## src/include/iecs_pkg.sv

```systemverilog
// constants shared by the expander configuration sequencer
package iecs_pkg;
    // ********************************
    // expander register numbers
    // ********************************
    localparam logic [7:0] REG_IN_LOW   = 8'h00;
    localparam logic [7:0] REG_IN_HIGH  = 8'h01;
    localparam logic [7:0] REG_OUT_LOW  = 8'h02;
    localparam logic [7:0] REG_OUT_HIGH = 8'h03;
    localparam logic [7:0] REG_POL_LOW  = 8'h04;
    localparam logic [7:0] REG_POL_HIGH = 8'h05;
    localparam logic [7:0] REG_DIR_LOW  = 8'h06;
    localparam logic [7:0] REG_DIR_HIGH = 8'h07;
    // ********************************
    // fixed data values
    // ********************************
    localparam logic [7:0] NO_INVERT    = 8'h00;
    localparam logic [7:0] ALL_INPUTS   = 8'hFF;
    localparam logic [6:0] ADDR_RESET   = 7'h00;
    // ********************************
    // sequence layout
    // ********************************
    localparam int         NUM_EXP      = 3;
    localparam int         ADDR_W       = 7;
    localparam logic [2:0] STEP_FIRST   = 3'h0;
    localparam logic [2:0] STEP_OUT_HI  = 3'h1;
    localparam logic [2:0] STEP_POL_LO  = 3'h2;
    localparam logic [2:0] STEP_POL_HI  = 3'h3;
    localparam logic [2:0] STEP_DIR_LO  = 3'h4;
    localparam logic [2:0] STEP_DIR_HI  = 3'h5;
    localparam logic [2:0] STEP_RD_LO   = 3'h6;
    localparam logic [2:0] STEP_RD_HI   = 3'h7;
    localparam logic [1:0] EXP_TWO      = 2'h2;

    typedef enum logic [2:0] {
        ST_IDLE  = 3'b001,
        ST_ISSUE = 3'b010,
        ST_WAIT  = 3'b100
    } iecs_state_e;
endpackage

```

## src/include/iecs_watch_if.sv

```systemverilog
// pending-configuration handshake between address watcher and sequencer
`timescale 1ns/10ps
interface iecs_watch_if;
    logic [2:0] pending;
    logic [2:0] clear;
    modport watcher (output pending, input clear);
    modport seq     (input pending, output clear);
endinterface

```

## src/logic/iecs_addr_watch.sv

```systemverilog
// detects changes of each expander slave address field
`timescale 1ns/10ps
module iecs_addr_watch
    import iecs_pkg::*;
(
    input  wire logic                         clock,
    input  wire logic                         rst_n,
    input  wire logic                         ce,
    input  wire logic [NUM_EXP-1:0][ADDR_W-1:0] expanderSlaveAddressField,
    iecs_watch_if.watcher                     watch
);
    logic [NUM_EXP-1:0][ADDR_W-1:0] lastAddr;
    logic [2:0]                     pend;
    logic [2:0]                     changed;
    logic [2:0]                     next_pend;

    // ********************************
    // change detect
    // ********************************
    for (genvar i = 0; i < NUM_EXP; i++) begin : g_cmp
        assign changed[i] = lastAddr[i] != expanderSlaveAddressField[i];
    end
    // a change in the same cycle as the clear keeps the request alive
    assign next_pend     = (pend & ~watch.clear) | changed;
    assign watch.pending = pend;

    always_ff @(posedge clock or negedge rst_n) begin
        if (!rst_n) begin
            lastAddr <= {NUM_EXP{ADDR_RESET}};
            pend     <= 3'h0;
        end else if (ce) begin
            lastAddr <= expanderSlaveAddressField;
            pend     <= next_pend;
        end
    end
endmodule // iecs_addr_watch

```

## src/logic/iecs_sequencer.sv

```systemverilog
// expander configuration sequencer for hot-plug expanders zero, one and two
// What this block does
// - for expanders zero and one, zero is written to expander register 5 to keep the upper half uninverted.
// - for expanders zero and one, the lower direction goes to register 6 and then the upper to register 7.
// - every sequence without a transaction error ends by reading register 0 and then register 1 to capture the pin states; an error ends it at the failing step.
// - expander two gets its own sequence.
// - expander two starts with the lower output defaults to register 2 and never writes register 3.
// - expander two then writes zero to register 4 and then zero to register 5.
// - expander two then writes its lower direction setting to register 6.
// - expander two writes all-inputs to register 7 before the pin-state reads.
// - expanders zero and one start with register 2, then register 3, then zero to register 4.
// - a sequence starts whenever that expander's slave address field changes.
// - no expander transaction starts before serial EEPROM initialization is done.
`timescale 1ns/10ps
module iecs_sequencer
    import iecs_pkg::*;
(
    input  wire logic                           clock,
    input  wire logic                           rst_n,
    input  wire logic                           ce,
    input  wire logic                           eepromInitDone,
    input  wire logic [NUM_EXP-1:0][ADDR_W-1:0] expanderSlaveAddressField,
    input  wire logic [NUM_EXP-1:0][15:0]       outDefault,
    input  wire logic [NUM_EXP-1:0][15:0]       dirConfig,
    input  wire logic                           txnDone,
    input  wire logic                           txnError,
    input  wire logic [7:0]                     txnRdData,
    output logic                                txnValid,
    output logic                                txnRead,
    output logic [ADDR_W-1:0]                   txnSlaveAddr,
    output logic [7:0]                          txnCmd,
    output logic [7:0]                          txnWrData,
    output logic [NUM_EXP-1:0][15:0]            pinState,
    output logic [NUM_EXP-1:0]                  pinStateValid,
    output logic [NUM_EXP-1:0]                  seqError,
    output logic                                seqBusy
);
    // ********************************
    // functions
    // ********************************
    function automatic logic [7:0] stepCmd(input logic [2:0] step);
        case (step)
            STEP_FIRST:  stepCmd = REG_OUT_LOW;
            STEP_OUT_HI: stepCmd = REG_OUT_HIGH;
            STEP_POL_LO: stepCmd = REG_POL_LOW;
            STEP_POL_HI: stepCmd = REG_POL_HIGH;
            STEP_DIR_LO: stepCmd = REG_DIR_LOW;
            STEP_DIR_HI: stepCmd = REG_DIR_HIGH;
            STEP_RD_LO:  stepCmd = REG_IN_LOW;
            default:     stepCmd = REG_IN_HIGH;
        endcase
    endfunction

    function automatic logic [7:0] stepData(input logic [2:0] step,
                                            input logic       isTwo,
                                            input logic [15:0] outVal,
                                            input logic [15:0] dirVal);
        case (step)
            STEP_FIRST:  stepData = outVal[7:0];
            STEP_OUT_HI: stepData = outVal[15:8];
            STEP_DIR_LO: stepData = dirVal[7:0];
            // upper half of expander two carries power-good inputs only
            STEP_DIR_HI: stepData = isTwo ? ALL_INPUTS : dirVal[15:8];
            default:     stepData = NO_INVERT;
        endcase
    endfunction

    function automatic logic [1:0] firstPending(input logic [2:0] p);
        if (p[0]) begin
            firstPending = 2'h0;
        end else if (p[1]) begin
            firstPending = 2'h1;
        end else begin
            firstPending = 2'h2;
        end
    endfunction

    // ********************************
    // address watcher
    // ********************************
    iecs_watch_if watch ();

    iecs_addr_watch u_watch (
        .clock                     (clock),
        .rst_n                     (rst_n),
        .ce                        (ce),
        .expanderSlaveAddressField (expanderSlaveAddressField),
        .watch                     (watch.watcher)
    );

    // pending and clear vectors are three bits wide, one per expander
    if (NUM_EXP != 3) begin : g_bad_count
        $error("iecs_sequencer serves exactly three expanders");
    end

    // ********************************
    // decode and selection
    // ********************************
    iecs_state_e     state;
    iecs_state_e     next_state;
    logic [1:0]      curExp;
    logic [2:0]      step;
    logic [ADDR_W-1:0] curAddr;
    wire             startGo;
    wire  [1:0]      pickExp;
    wire             isTwo;
    wire  [2:0]      next_step;
    wire             isRead;
    wire             lastStep;
    wire             doneOk;
    wire             issueNow;
    wire             txnTaken;
    wire             txnFail;
    wire             rdLoDone;
    wire             rdHiDone;
    wire  [7:0]      issueCmd;
    wire  [7:0]      issueData;

    // the master bus is shared with the EEPROM loader, so hold off until it is done
    assign startGo   = (state == ST_IDLE) && eepromInitDone && (|watch.pending);
    assign pickExp   = firstPending(watch.pending);
    assign watch.clear = startGo ? (3'h1 << pickExp) : 3'h0;
    assign isTwo     = curExp == EXP_TWO;
    // expander two skips the upper output-default write
    assign next_step = (isTwo && step == STEP_FIRST) ? STEP_POL_LO : step + 3'h1;
    assign isRead    = step >= STEP_RD_LO;
    assign lastStep  = step == STEP_RD_HI;
    assign issueNow  = state == ST_ISSUE;
    assign txnTaken  = (state == ST_WAIT) && txnDone;
    assign txnFail   = txnTaken && txnError;
    assign doneOk    = txnTaken && !txnError;
    assign rdLoDone  = doneOk && (step == STEP_RD_LO);
    assign rdHiDone  = doneOk && lastStep;
    assign issueCmd  = stepCmd(step);
    assign issueData = stepData(step, isTwo, outDefault[curExp], dirConfig[curExp]);

    always_comb begin
        next_state = state;
        case (state)
            ST_IDLE:  if (startGo) next_state = ST_ISSUE;
            ST_ISSUE: next_state = ST_WAIT;
            ST_WAIT: begin
                if (txnDone) begin
                    next_state = (txnError || lastStep) ? ST_IDLE : ST_ISSUE;
                end
            end
            default:  next_state = ST_IDLE;
        endcase
    end

    // ********************************
    // state and step
    // ********************************
    always_ff @(posedge clock or negedge rst_n) begin
        if (!rst_n) begin
            state   <= ST_IDLE;
            curExp  <= 2'h0;
            step    <= STEP_FIRST;
            curAddr <= ADDR_RESET;
            seqBusy <= 1'b0;
        end else if (ce) begin
            state   <= next_state;
            seqBusy <= next_state != ST_IDLE;
            if (startGo) begin
                curExp  <= pickExp;
                curAddr <= expanderSlaveAddressField[pickExp];
                step    <= STEP_FIRST;
            end else if (doneOk && !lastStep) begin
                step    <= next_step;
            end
        end
    end

    // ********************************
    // transaction request
    // ********************************
    // request data are frozen while valid is high; the master may take its time
    // a done pulse that lands while ce is low is lost, so keep ce high while a request is open
    always_ff @(posedge clock or negedge rst_n) begin
        if (!rst_n) begin
            txnValid     <= 1'b0;
            txnRead      <= 1'b0;
            txnSlaveAddr <= ADDR_RESET;
            txnCmd       <= REG_IN_LOW;
            txnWrData    <= NO_INVERT;
        end else if (ce) begin
            if (issueNow) begin
                txnValid     <= 1'b1;
                txnRead      <= isRead;
                txnSlaveAddr <= curAddr;
                txnCmd       <= issueCmd;
                txnWrData    <= issueData;
            end else if (txnTaken) begin
                txnValid     <= 1'b0;
            end
        end
    end

    // ********************************
    // pin state capture and status
    // ********************************
    always_ff @(posedge clock or negedge rst_n) begin
        if (!rst_n) begin
            pinState      <= '0;
            pinStateValid <= '0;
            seqError      <= '0;
        end else if (ce) begin
            if (startGo) begin
                pinStateValid[pickExp] <= 1'b0;
                seqError[pickExp]      <= 1'b0;
            end
            if (txnFail) begin
                seqError[curExp] <= 1'b1;
            end
            if (rdLoDone) begin
                pinState[curExp][7:0] <= txnRdData;
            end
            if (rdHiDone) begin
                pinState[curExp][15:8] <= txnRdData;
                pinStateValid[curExp]  <= 1'b1;
            end
        end
    end
endmodule // iecs_sequencer

```

## config.mk

```make
export PLATFORM = sky130hd
export DESIGN_NAME = iecs_sequencer
export DESIGN_NICKNAME = d
export VERILOG_FILES = /design/src/include/iecs_pkg.sv /design/src/include/iecs_watch_if.sv /design/src/logic/iecs_addr_watch.sv /design/src/logic/iecs_sequencer.sv
export SDC_FILE = /design/constraint.sdc
export NUM_CORES = 1
export LEC_CHECK = 0
export ABC_AREA = 1
export BUFFER_PORTS_ARGS = -buffer_cell sky130_fd_sc_hd__buf_2
export CAP_MARGIN = 40
export CORE_MARGIN = 5
export CORE_UTILIZATION = 40
export DETAILED_ROUTE_END_ITERATION = 7
export PLACE_DENSITY_LB_ADDON = 0.25
export SYNTH_ARGS = -nofsm -noshare
export SYNTH_HDL_FRONTEND = slang
export SYNTH_HIERARCHICAL = 1
export SYNTH_SLANG_ARGS = --single-unit
```

## constraint.sdc

```tcl
create_clock -name clock -period 3.1 [get_ports clock]
set_input_delay 0.155 -clock clock [delete_from_list [all_inputs] [get_ports clock]]
set_output_delay 0.155 -clock clock [all_outputs]
set_load 0.02 [all_outputs]
```

======== Word level (Yosys, flattened, before mapping) ========
Index checks and enable logic that the tools add are counted.
storage, ports and cells
  register bits ........................... 119
  bits of input ports ..................... 131
  output and inout port bits .............. 80
  word-level logic and storage cells ...... 111
operators by class
  $add $sub $neg .......................... 1
  order comparisons ....................... 5
  eq/ne operators ......................... 15
  shift operators ......................... 1
  multiplexer cells ....................... 40
  bitwise operators ....................... 8
  reduce and logical (&&, ||, !) cells .... 22
operator list
  cell                  count
  $mux W48              3
  $bwmux W48            2
  $bmux W16 S2          2
  $demux W16 S2         2
  $mux W16              3
  $mux W3               12
  $pmux W8 S4           1
  $ne A7 B7 Y1          3
  $pmux W3 S7           1
  $mux W8               2
  $eq A3 B3 Y1 const B  5
  $bmux W7 S2           1
  $logic_and A1 B1 Y1   11
  $and A3 B3 Y3         3
  $eq A3 B2 Y1 const B  3
  $or A3 B3 Y3          3
  $pmux W3 S3           1
  $reduce_and A2 Y1     4
  $mux W7               1
  $eq A3 B1 Y1 const B  2
  $lt A2 B3 Y1 const B  2
  $mux W2               3
  $not A3 Y3            2
  $demux W1 S2          2
  12 further kinds      18

======== Longest topological paths before layout ========
Gate-level depths: netlist (run 1).
  depth in word-level cells ............... 12
  depth in mapped cells ................... 10
  gate-level depth less buffers ........... 10

======== Modules after synthesis ========
Netlist (run 1), hierarchy kept.
modules (own cells, without submodules)
  module           instances  cells an instance  area each (um2)
  iecs_sequencer   1          610                4675.7
  iecs_addr_watch  1          184                1265.0

======== Worst setup path before layout (run 1) ========
OpenSTA, ideal clock, no wires.
  kind .................................... register to register
  from .................................... register step[0]
  to ...................................... register step[1]
  library setup time ...................... 0.125 ns
  data arrival time ....................... 1.474 ns
  data required time ...................... 2.975 ns
  path slack .............................. 1.501 ns
  cell stages (with the launch flop) ...... 11
  buffers on the path ..................... 0
  period minus slack after synthesis ...... 1.599 ns
  cells stage by stage .................... dfrtp_1 -> ha_1 -> ha_1 -> inv_1 -> nand3_1 -> nor2_1 -> inv_1 -> nand2_1 -> nand2_1 -> nand2_1 -> nand2_1
between the ends
  longest elaborated chain between the ends .. 5
  elaborated cells on any way between the ends .. 11
  classes of those cells .................. add/sub: 1; eq/ne: 1; mux: 3; reduce/logical: 6
ends and longest elaborated chain
  what                                                   RTL line               RTL
  start: declaration                                     iecs_sequencer.sv:102  logic [2:0] step;
  start signal: assignment                               iecs_sequencer.sv:169  step <= next_step;
  branches (longest 5 deep; another with $add A3 B1 Y3)  n/a
Several ways; the timed one is not identified. The select of a mux whose other input is x is not followed.
A chain may end at the register's enable or synchronous reset.

======== Worst setup path after layout (run 1) ========
  from .................................... register curExp[0]
  to ...................................... register txnWrData[5]
between the ends
  longest elaborated chain between the ends .. 4
  elaborated cells on any way between the ends .. 7
  classes of those cells .................. eq/ne: 1; mux: 6
ends and longest elaborated chain
  what                            RTL line               RTL
  start: declaration              iecs_sequencer.sv:101  logic [1:0] curExp;
  start signal: assignment        iecs_sequencer.sv:165  curExp <= pickExp;
  $bmux W16 S2                    iecs_sequencer.sv:135  assign issueData = stepData(step, isTwo, outDefault[curExp], dirConfig[curExp]);
  $mux W16 (not written as such)  iecs_sequencer.sv:135
  $mux W8                         iecs_sequencer.sv:63   STEP_DIR_HI: stepData = isTwo ? ALL_INPUTS : dirVal[15:8];
  $pmux W8 S4 (*)                 iecs_sequencer.sv:58   case (step)
  end signal: assignment          iecs_sequencer.sv:192  txnWrData <= issueData;
  end: declaration                iecs_sequencer.sv:32   output logic [7:0] txnWrData,
Every way passes the cells marked *; elsewhere a longest branch is shown, timed or not. The select of a mux whose other input is x is not followed.

==> results.cfg, run 1 <==
[yosys]
ys_seq_elements = 114
synthXorXnorAreaFrac = 0.00885
synth_top_family_by_area = simple AND/OR/NAND/NOR gates
synth-simple-area-share = 0.324
synth_compound_area_frac = 0.0939
syn_area_um2 = 5940
yosysTopAreaCellShare = 0.476
yosys-top-cells-count = 323 x nand2_1, 113 x dfrtp_1, 85 x nand3_1
synth_cells = 794
synthMuxAreaShare = 0
yosys_warnings = 6
yosysSeqAreaShare = 0.480
synth_cell_types = 34
yosys_most_used_dff = dfrtp_1
synthAdderAreaFrac = 0.0126
synth_area_leader_cell = dfrtp_1
avgSynthCellArea_um2 = 7.48
synthArstFlopShare = 1.00
synth_edf_count = 0
synth.top_cells.by_area = dfrtp_1 48%, nand2_1 20%, nand3_1 7.2%
synth_most_common_cell = nand2_1

[clock_tree]
cts_tree = yes
clock_sinks = 114
clock_latency_ps = 410
post_cts_buffers = 0
htree_levels = 4
cts_buffers = 17
cts_resized = 0
clockBufferDepth = 2
path_clk_slew_ps = 60
cts_root_buf = clkbuf_16

[route]
wl_per_cell_um = 14.1
vias = 5739
ant_nets = 0
dr.first_iter.drc_count = 430
drc = 0
routed_wirelength_mm = 16.9
drt-vias-per-instance = 4.79
dr.pass1.iters = 5

[timing]
clock_skew_ps = 8.96
finalSetupTns_ps = 0
report.final.setup_viol = 0
maxSlewViolCount = 0
layout_min_cycle_time_ps = 2000
fmax_mhz = 499
report.final.hold_viol_count = 0
tightest_slew_ps = 585
whs_ps = 19.2
fin_crit_sh = 0.646
rsz0062_at_grt = false
max_slew_margin = 0.609

[cells_and_area]
finalNonFillerCells = 1198
fillers = 1479
diodes = 0
synthToLayoutAreaGrowth_pct = 31.6
fin_nets = 1138
drive_gt1_frac = 0.256
final_util = 0.538

[floorplanning]
start_util = 0.409
die_w_um = 132
die_area_um2 = 17400
io_pins = 211
placementRows = 44
die_h_um = 132
coreArea_um2 = 14500

[worst_setup_path]
critPathArrivalTime_ps = 2350
reg2reg_from = curExp[0]
path_class = reg -> reg
critPathLaunchType = register
slowest_delay_ps = 420
crit_top_cell = nand2_1
reg2reg_slack_ps = 1100
slowest_stage = nor2_1
worstReg2RegEnd = txnWrData[5]
cp_top_family = simple AND/OR/NAND/NOR gates
path_cells = buf_4 -> inv_1 -> buf_4 -> nand2_1 -> nor2_1 -> nand2_1 -> nand3_1 -> o21ai_1 -> nand2_1
critPathRequiredTime_ps = 3440
reg2reg_depth = 9
crit_path_end_kind = register
crit_fanout = 33
critPathBufInv = 3

[run_status]
outcome = finished, final reports clean

[pwr]
p_switching_mw = 1.61
p_sw_frac = 0.315
p_total_mw = 5.11
p_clk_frac = 0.408
p_int_mw = 3.50
pwr-share-seq = 0.354
p_leak_nw = 4.42
power_density_nw_per_um2 = 654
pwr-share-comb = 0.238
irDropWorstVdd_v = 0.000363

[flow_run]
cap_violations = 0

[global_routing]
grt_pass1_wl_mm = 27.5
grt_usage = 0.193
first_global_vias = 5396
antenna_found_initial = 0
grt.overflow.total = 0
grt_max_degree = 56

[placement]
placement.io_buffers = 197
dp.cells = 1152
dpl.hpwl_mm = 12.5
gp_congestion = 0.828

[min_path]
hp-start = ce
hold_path.class = in -> reg
min_to = state[0]
whs_path_depth = 2
[metrics by stage]
stage          area (um^2)  setup slack (ps)
2_1_floorplan         5960              1500
3_3_place_gp          7040              1140
3_5_place_dp          7040              1100
4_1_cts               7820              1060
5_1_grt               7820               902
6_report              7820              1100
[power by group through the flow]
stage	registers, mW	logic (mW)	clock network (mW)
6_report	1.81	1.22	2.08
5_1_grt	1.84	1.36	2.19
3_3_place_gp	1.83	1.21	0
2_1_floorplan	1.97	0.638	0
3_5_place_dp	1.83	1.21	0
4_1_cts	1.81	1.24	2.12
[worst register-to-register path: stages (launching register included)]
cell and delay [ps]:
dfrtp_1 360, buf_4 240, inv_1 90, buf_4 310
nand2_1 170, nor2_1 420, nand2_1 100, nand3_1 100
o21ai_1 80, nand2_1 80
[cells by family after synthesis]
kind of cell | Yosys count
compound gates | 107
flops | 114
simple gates | 453
other cells | 1
buf+inv | 107
xor+xnor | 6
fa+ha+maj | 6
[metal layers]
layer  up-vias  GRT usage  routed length (um)
li1       2930          -                   -
met1      2626      0.251                7490
met3        18     0.0607                1230
met4         0     0.0571                 225
met2       165      0.308                7920
met5         -          0                   0
[worst max-delay path by stage]
stage,startpoint,end,slack (ps),cells after the start
after floorplan,step[0],step[1],1500,10
after global placement,curExp[0],txnWrData[5],1140,9
after detailed placement,curExp[0],txnWrData[5],1100,9
after CTS,curExp[0],txnWrData[5],1060,9
after global routing,u_watch/watch.pending[0],pinStateValid[2],900,8
final,curExp[0],txnWrData[5],1100,9
[flip-flops by register name, indices dropped and copies added, names as in the netlist, 7 cells and up]
signal	count
txnSlaveAddr	7
pinState	48
txnWrData	8
curAddr	7
u_watch/lastAddr	21
[cell type report]
class / count / area [um^2] / share of cell area
clock buffers: 19 / 453 / 0.0579
clock inverters: 13 / 183 / 0.0234
inverters: 72 / 270 / 0.0346
multi-input cells: 577 / 2630 / 0.336
flip-flops and latches: 114 / 2850 / 0.365
well taps: 184 / 230 / 0.0294
repair buffers: 219 / 1200 / 0.154
[cell usage in the layout (no fill, tap or decap), drive strengths merged, types with 2 or more instances in the layout]
cell	instances
conb	5
nor2	25
o21ai	100
inv	72
xnor2	5
a31oi	2
nor3	8
ha	6
dfrtp	113
buf	205
clkinv	5
clkbuf	19
clkinvlp	4
a21oi	2
nand2	329
o21bai	2
nand3	87
bufinv	4
nand4	3
dlygate4sd3	14
[timing repair]
item | CTS | global route
hold endpoints to repair | 49 | 0
setup endpoints to repair | 0 | 0
hold buffers | 14 | 0
Power figures use the tool's default switching activity.
==> run 2: changes to the inputs <==
==> constraint.sdc (replaced) <==
create_clock -name clock -period 2.1 [get_ports clock]
set_input_delay 0.105 -clock clock [delete_from_list [all_inputs] [get_ports clock]]
set_output_delay 0.105 -clock clock [all_outputs]
set_load 0.02 [all_outputs]
==> run 2 against run 1 <==
Effect of this change:
- non-clock buffer count is 8 higher
- routed wire length is 0.65% higher
- critical path depth stayed put
- clock-buffer cell count is 1 lower
- sequential power is 48% higher
- combinational power is 48% higher
- cell count is 0.67% higher
- global-route usage is 0.18 points higher
- fmax is 12% higher
- register-to-register slack worse by 790 ps
- first-iteration DRC count is 12% lower
- critical path type unchanged
- critical endpoint is now pinState[7]
==> results.cfg, run 2 (synthesis gave the netlist of run 1 again) <==
[worst_setup_path]
crit_path_end_kind = register
critPathLaunchType = register
reg2reg_slack_ps = 310
critPathRequiredTime_ps = 2390
critPathArrivalTime_ps = 2080
reg2reg_depth = 9
worstReg2RegEnd = pinState[7]
crit_fanout = 16
reg2reg_from = step[0]
path_class = reg -> reg

[route]
vias = 5772
drt-vias-per-instance = 4.79
dr.first_iter.drc_count = 379
dr.pass1.iters = 5
routed_wirelength_mm = 17.0
ant_nets = 0
wl_per_cell_um = 14.1
drc = 0

[min_path]
hold_path.class = in -> reg
hp-start = outDefault[38]
whs_path_depth = 5
min_to = txnWrData[6]

[floorplanning]
die_area_um2 = 17400
start_util = 0.409
die_h_um = 132
placementRows = 44
coreArea_um2 = 14500
io_pins = 211
die_w_um = 132

[cells_and_area]
largest_register = pinState
synthToLayoutAreaGrowth_pct = 33.4
finalNonFillerCells = 1206
fillers = 1449
final_cell_mix = 323 x nand2_1, 196 x buf_2, 113 x dfrtp_1
final_common_cell = nand2_1
fin_nets = 1146
drive_gt1_frac = 0.254
reg_top3 = pinState: 48 flops, u_watch/lastAddr: 21 flops, txnWrData: 8 flops
diodes = 0
fin_area_um2 = 7930
largest_reg_flops = 48

[placement]
gp_congestion = 0.840
placed_area_um2 = 7040
post-place-ws_ps = 314
dp.cells = 1152
placement.io_buffers = 197
dpl.hpwl_mm = 12.2

[timing]
rsz0062_at_grt = false
clock_skew_ps = 9.74
layout_min_cycle_time_ps = 1790
maxSlewViolCount = 0
tightest_slew_ps = 647
max_slew_margin = 0.568
fin_crit_sh = 0.852
fmax_mhz = 559
report.final.setup_viol = 0
finalSetupTns_ps = 0
setup_ws_ps = 311
report.final.hold_viol_count = 0

[clock_tree]
htree_levels = 4
clock_latency_ps = 410
cts_root_buf = clkbuf_16
clockBufferDepth = 2
clock_sinks = 114
cts_buffers = 17
path_clk_slew_ps = 60
post_cts_buffers = 0
cts_tree = yes

[global_routing]
first_global_vias = 5544
antenna_found_initial = 0
grt_usage = 0.194
grt_pass1_wl_mm = 28.0
grt.overflow.total = 0
grt_max_degree = 115

[flow_run]
cap_violations = 0

[pwr]
p_total_mw = 7.70
irDropWorstVdd_v = 0.000496
p_leak_nw = 4.46
power_density_nw_per_um2 = 971

[run_status]
outcome = finished, final reports clean
run 2: final cells by class:
class / instances / area, um^2 / share of cell area
flip-flops and latches: 114 / 2850 / 0.360
multi-input cells: 577 / 2630 / 0.331
repair buffers: 227 / 1280 / 0.162
clock buffers: 18 / 439 / 0.0554
inverters: 72 / 270 / 0.0341
well taps: 184 / 230 / 0.0290
clock inverters: 14 / 225 / 0.0284
run 2: repair_timing:
item | CTS | global route
gates resized for setup | 0 | 0
endpoints found under the hold margin | 134 | 0
hold buffers | 22 | 0
run 2: worst max path at each step:
stage                  from      endpoint  slack [ps]  depth (start not counted)
finish              step[0]   pinState[7]         310                          9
global route        step[0]       step[0]         120                         10
CTS                 step[0]   pinState[2]         300                          9
floorplan           step[0]       step[1]         500                         10
detailed placement  step[0]  pinState[23]         310                          9
global placement    step[0]       step[1]         320                         10
run 2: metal layers:
layer  vias to the layer above  routed length (um)  GRT usage
met5                         -                   0          0
met4                         0                 196     0.0560
met3                        18                1120     0.0622
met2                       169                7950      0.309
met1                      2633                7710      0.255
li1                       2952                   -          -
run 2: power by group:
group | internal [mW] | switching [mW]
combinational | 0.626 | 1.18
sequential | 2.51 | 0.170
clock | 2.15 | 1.06
total | 5.28 | 2.41
run 2: through the flow:
stage	utilization	hold WS (ps)
after CTS	0.545	24.2
final	0.545	42.1
after global placement	0.485	242
after floorplan	-	-191
after detailed placement	0.485	239
after global routing	0.545	53.2
run 2: critical path, stage by stage (launching register included):
cell and delay [ps]:
dfrtp_1 420, inv_1 100, ha_1 180, nand2_1 50, inv_1 80, nand2_1 80
nor3_4 270, nand2_2 270, nand2_1 140, o21ai_1 70
==> run 3: changes to the inputs <==
--- a/config.mk
+++ b/config.mk
@@ -5,7 +5,6 @@
 export SDC_FILE = /design/constraint.sdc
 export NUM_CORES = 1
 export LEC_CHECK = 0
-export ABC_AREA = 1
 export BUFFER_PORTS_ARGS = -buffer_cell sky130_fd_sc_hd__buf_2
 export CAP_MARGIN = 40
 export CORE_MARGIN = 5
==> run 3 against run 2 <==
Effect of this change:
- synthesized cell count decreased by 34%
- non-clock buffer count is 17 higher
- sequential cell count unchanged
- setup slack worse by 220 ps
- cell count fell by 21%
- sequential share of layout area down 0.38 points
- critical path depth decreased by 3
- clock skew fell by 3.8 ps
- routed wire length is 2.6% lower
- first-iteration DRC count is 51% lower
- critical path type unchanged
- largest power group unchanged
==> results.cfg, run 3 <==
[yosys]
synthArstFlopShare = 1.00
synth_most_common_cell = dfrtp_1
yosysSeqAreaShare = 0.485
synth_edf_count = 0
synth.top_cells.by_area = dfrtp_1 48%, mux2_2 15%, mux2i_1 4.3%
yosys-top-cells-count = 113 x dfrtp_1, 77 x mux2_2, 50 x nand2_1
ys_seq_elements = 114
yosys_warnings = 6
yosys_most_used_dff = dfrtp_1
syn_area_um2 = 5880
synth_cell_types = 59
synth_cells = 526
avgSynthCellArea_um2 = 11.2
synth_area_leader_cell = dfrtp_1
yosysTopAreaCellShare = 0.481

[cells_and_area]
largest_register = pinState
reg_top3 = pinState: 48 flops, u_watch/lastAddr: 21 flops, txnWrData: 8 flops
diodes = 0
final_cell_mix = 196 x buf_2, 112 x dfrtp_1, 77 x mux2_2
synthToLayoutAreaGrowth_pct = 36.2
fin_nets = 892
drive_gt1_frac = 0.449
final_common_cell = buf_2
largest_reg_flops = 48

[route]
dr.first_iter.drc_count = 185
drc = 0
vias = 4999
wl_per_cell_um = 17.4
dr.pass1.iters = 4
routed_wirelength_mm = 16.5
drt-vias-per-instance = 5.25
ant_nets = 0

[floorplanning]
die_h_um = 131
placementRows = 44
die_w_um = 131
coreArea_um2 = 14500
io_pins = 211
die_area_um2 = 17200
start_util = 0.406

[clock_tree]
post_cts_buffers = 0
cts_buffers = 17
clock_latency_ps = 410
cts_tree = yes
clockBufferDepth = 2
htree_levels = 4
clock_sinks = 114
cts_root_buf = clkbuf_16
path_clk_slew_ps = 50

[timing]
fmax_mhz = 498
setup_ws_ps = 92.9
clock_skew_ps = 5.90
report.final.setup_viol = 0
fin_crit_sh = 0.956
layout_min_cycle_time_ps = 2010
rsz0062_at_grt = false
maxSlewViolCount = 0
finalSetupTns_ps = 0
report.final.hold_viol_count = 0

[worst_setup_path]
path_class = reg -> reg
reg2reg_from = step[1]
critPathRequiredTime_ps = 2410
reg2reg_depth = 6
critPathLaunchType = register
critPathArrivalTime_ps = 2320
startpoint = step[1]
crit_path_end_kind = register
crit_fanout = 9

[min_path]
whs_path_depth = 2
hp-start = txnRdData[7]
hold_path.class = in -> reg

[global_routing]
grt_pass1_wl_mm = 27.3
grt_usage = 0.193
grt.overflow.total = 0
first_global_vias = 5240
antenna_found_initial = 2
grt_max_degree = 54

[pwr]
p_leak_nw = 4.02
irDropWorstVdd_v = 0.000510
power_density_nw_per_um2 = 905

[placement]
post-place-ws_ps = 129
gp_congestion = 0.885
dpl.hpwl_mm = 12.5
placement.io_buffers = 197

[run_status]
outcome = finished, final reports clean

[flow_run]
cap_violations = 0
-- run 3: changes by cell type in the layout (fill, tap and decap cells not counted), moves of 20 or more --
cell / before / now
nand3_1: 85 / 7
a21oi_1: 2 / 22
o21ai_0: 43 / 21
mux2_2: 0 / 77
mux2i_1: 0 / 25
inv_1: 67 / 6
o21ai_1: 54 / 0
xor2_1: 1 / 21
nand2_1: 323 / 50
-- run 3: cell type report --
type / count / area (um^2)
multi-input combinational: 372 / 2830
fill: 1283 / 6460
timing repair buffer: 244 / 1440
tap: 184 / 230
inverter: 6 / 22.5
clock buffer: 19 / 453
sequential: 114 / 2860
clock inverter: 13 / 183
-- run 3: metrics by stage --
step | std cells | hold slack [ps] | utilization | power (mW) | cell area [um^2]
6_report | 952 | 19.0 | 0.553 | 7.25 | 8010
5_1_grt | 952 | 17.2 | 0.553 | 7.62 | 8010
4_1_cts | 952 | 6.82 | 0.553 | 7.35 | 8010
3_5_place_dp | 892 | 103 | 0.490 | 4.21 | 7090
3_3_place_gp | 892 | 85.7 | 0.490 | 4.16 | 7090
2_1_floorplan | 530 | -191 | - | 3.60 | 5900
-- run 3: path summary, 6_finish.rpt --
kind / end / slack, ps
max: txnWrData[4] / 90
max in group asynchronous: pinState[23] / 1150
min: pinState[31] / 20
min reg2reg: txnSlaveAddr[5] / 470
max reg2reg: txnWrData[4] / 90
min in group asynchronous: txnWrData[0] / 200
-- run 3: power by group --
part	total, mW	leakage (nW)	internal, mW	switching [mW]
clock network	3.05	0.301	2.04	1.01
logic	1.46	2.24	0.610	0.855
registers	2.73	1.48	2.53	0.201
total	7.25	4.02	5.18	2.06
-- run 3: per-layer routing --
metal,part of all wire,vias to the layer above,GRT usage
met3,0.075,38,0.0642
li1,-,2371,-
met5,0.0016,-,0
met4,0.028,4,0.0834
met1,0.41,2399,0.233
met2,0.48,187,0.317
-- run 3: kinds of logic (layout without fill, tap and decap cells) --
family,count (synthesis),in the layout,share of synthesized area
AOI/OAI and AO/OA,97,97,0.113
xor gates and xnor gates,21,21,0.0313
adders and majority gates,6,6,0.0128
buffers and inverters,44,282,0.0379
DFF,114,114,0.485
muxes,102,102,0.190
other,1,5,0.000638
and+or+nand+nor,141,141,0.130
-- run 3: what timing repair did --
item | in CTS | in global routing
hold buffers | 28 | 0
resized for setup | 0 | 2
setup endpoints to repair | 0 | 3
hold endpoints to repair | 83 | 0
-- run 3: critical path: stages (launching register included) --
cell,delay [ps]
dfrtp_1,410
inv_1,110
ha_1,360
or3b_2,540
o22ai_1,190
a211oi_1,70
a31oi_1,230
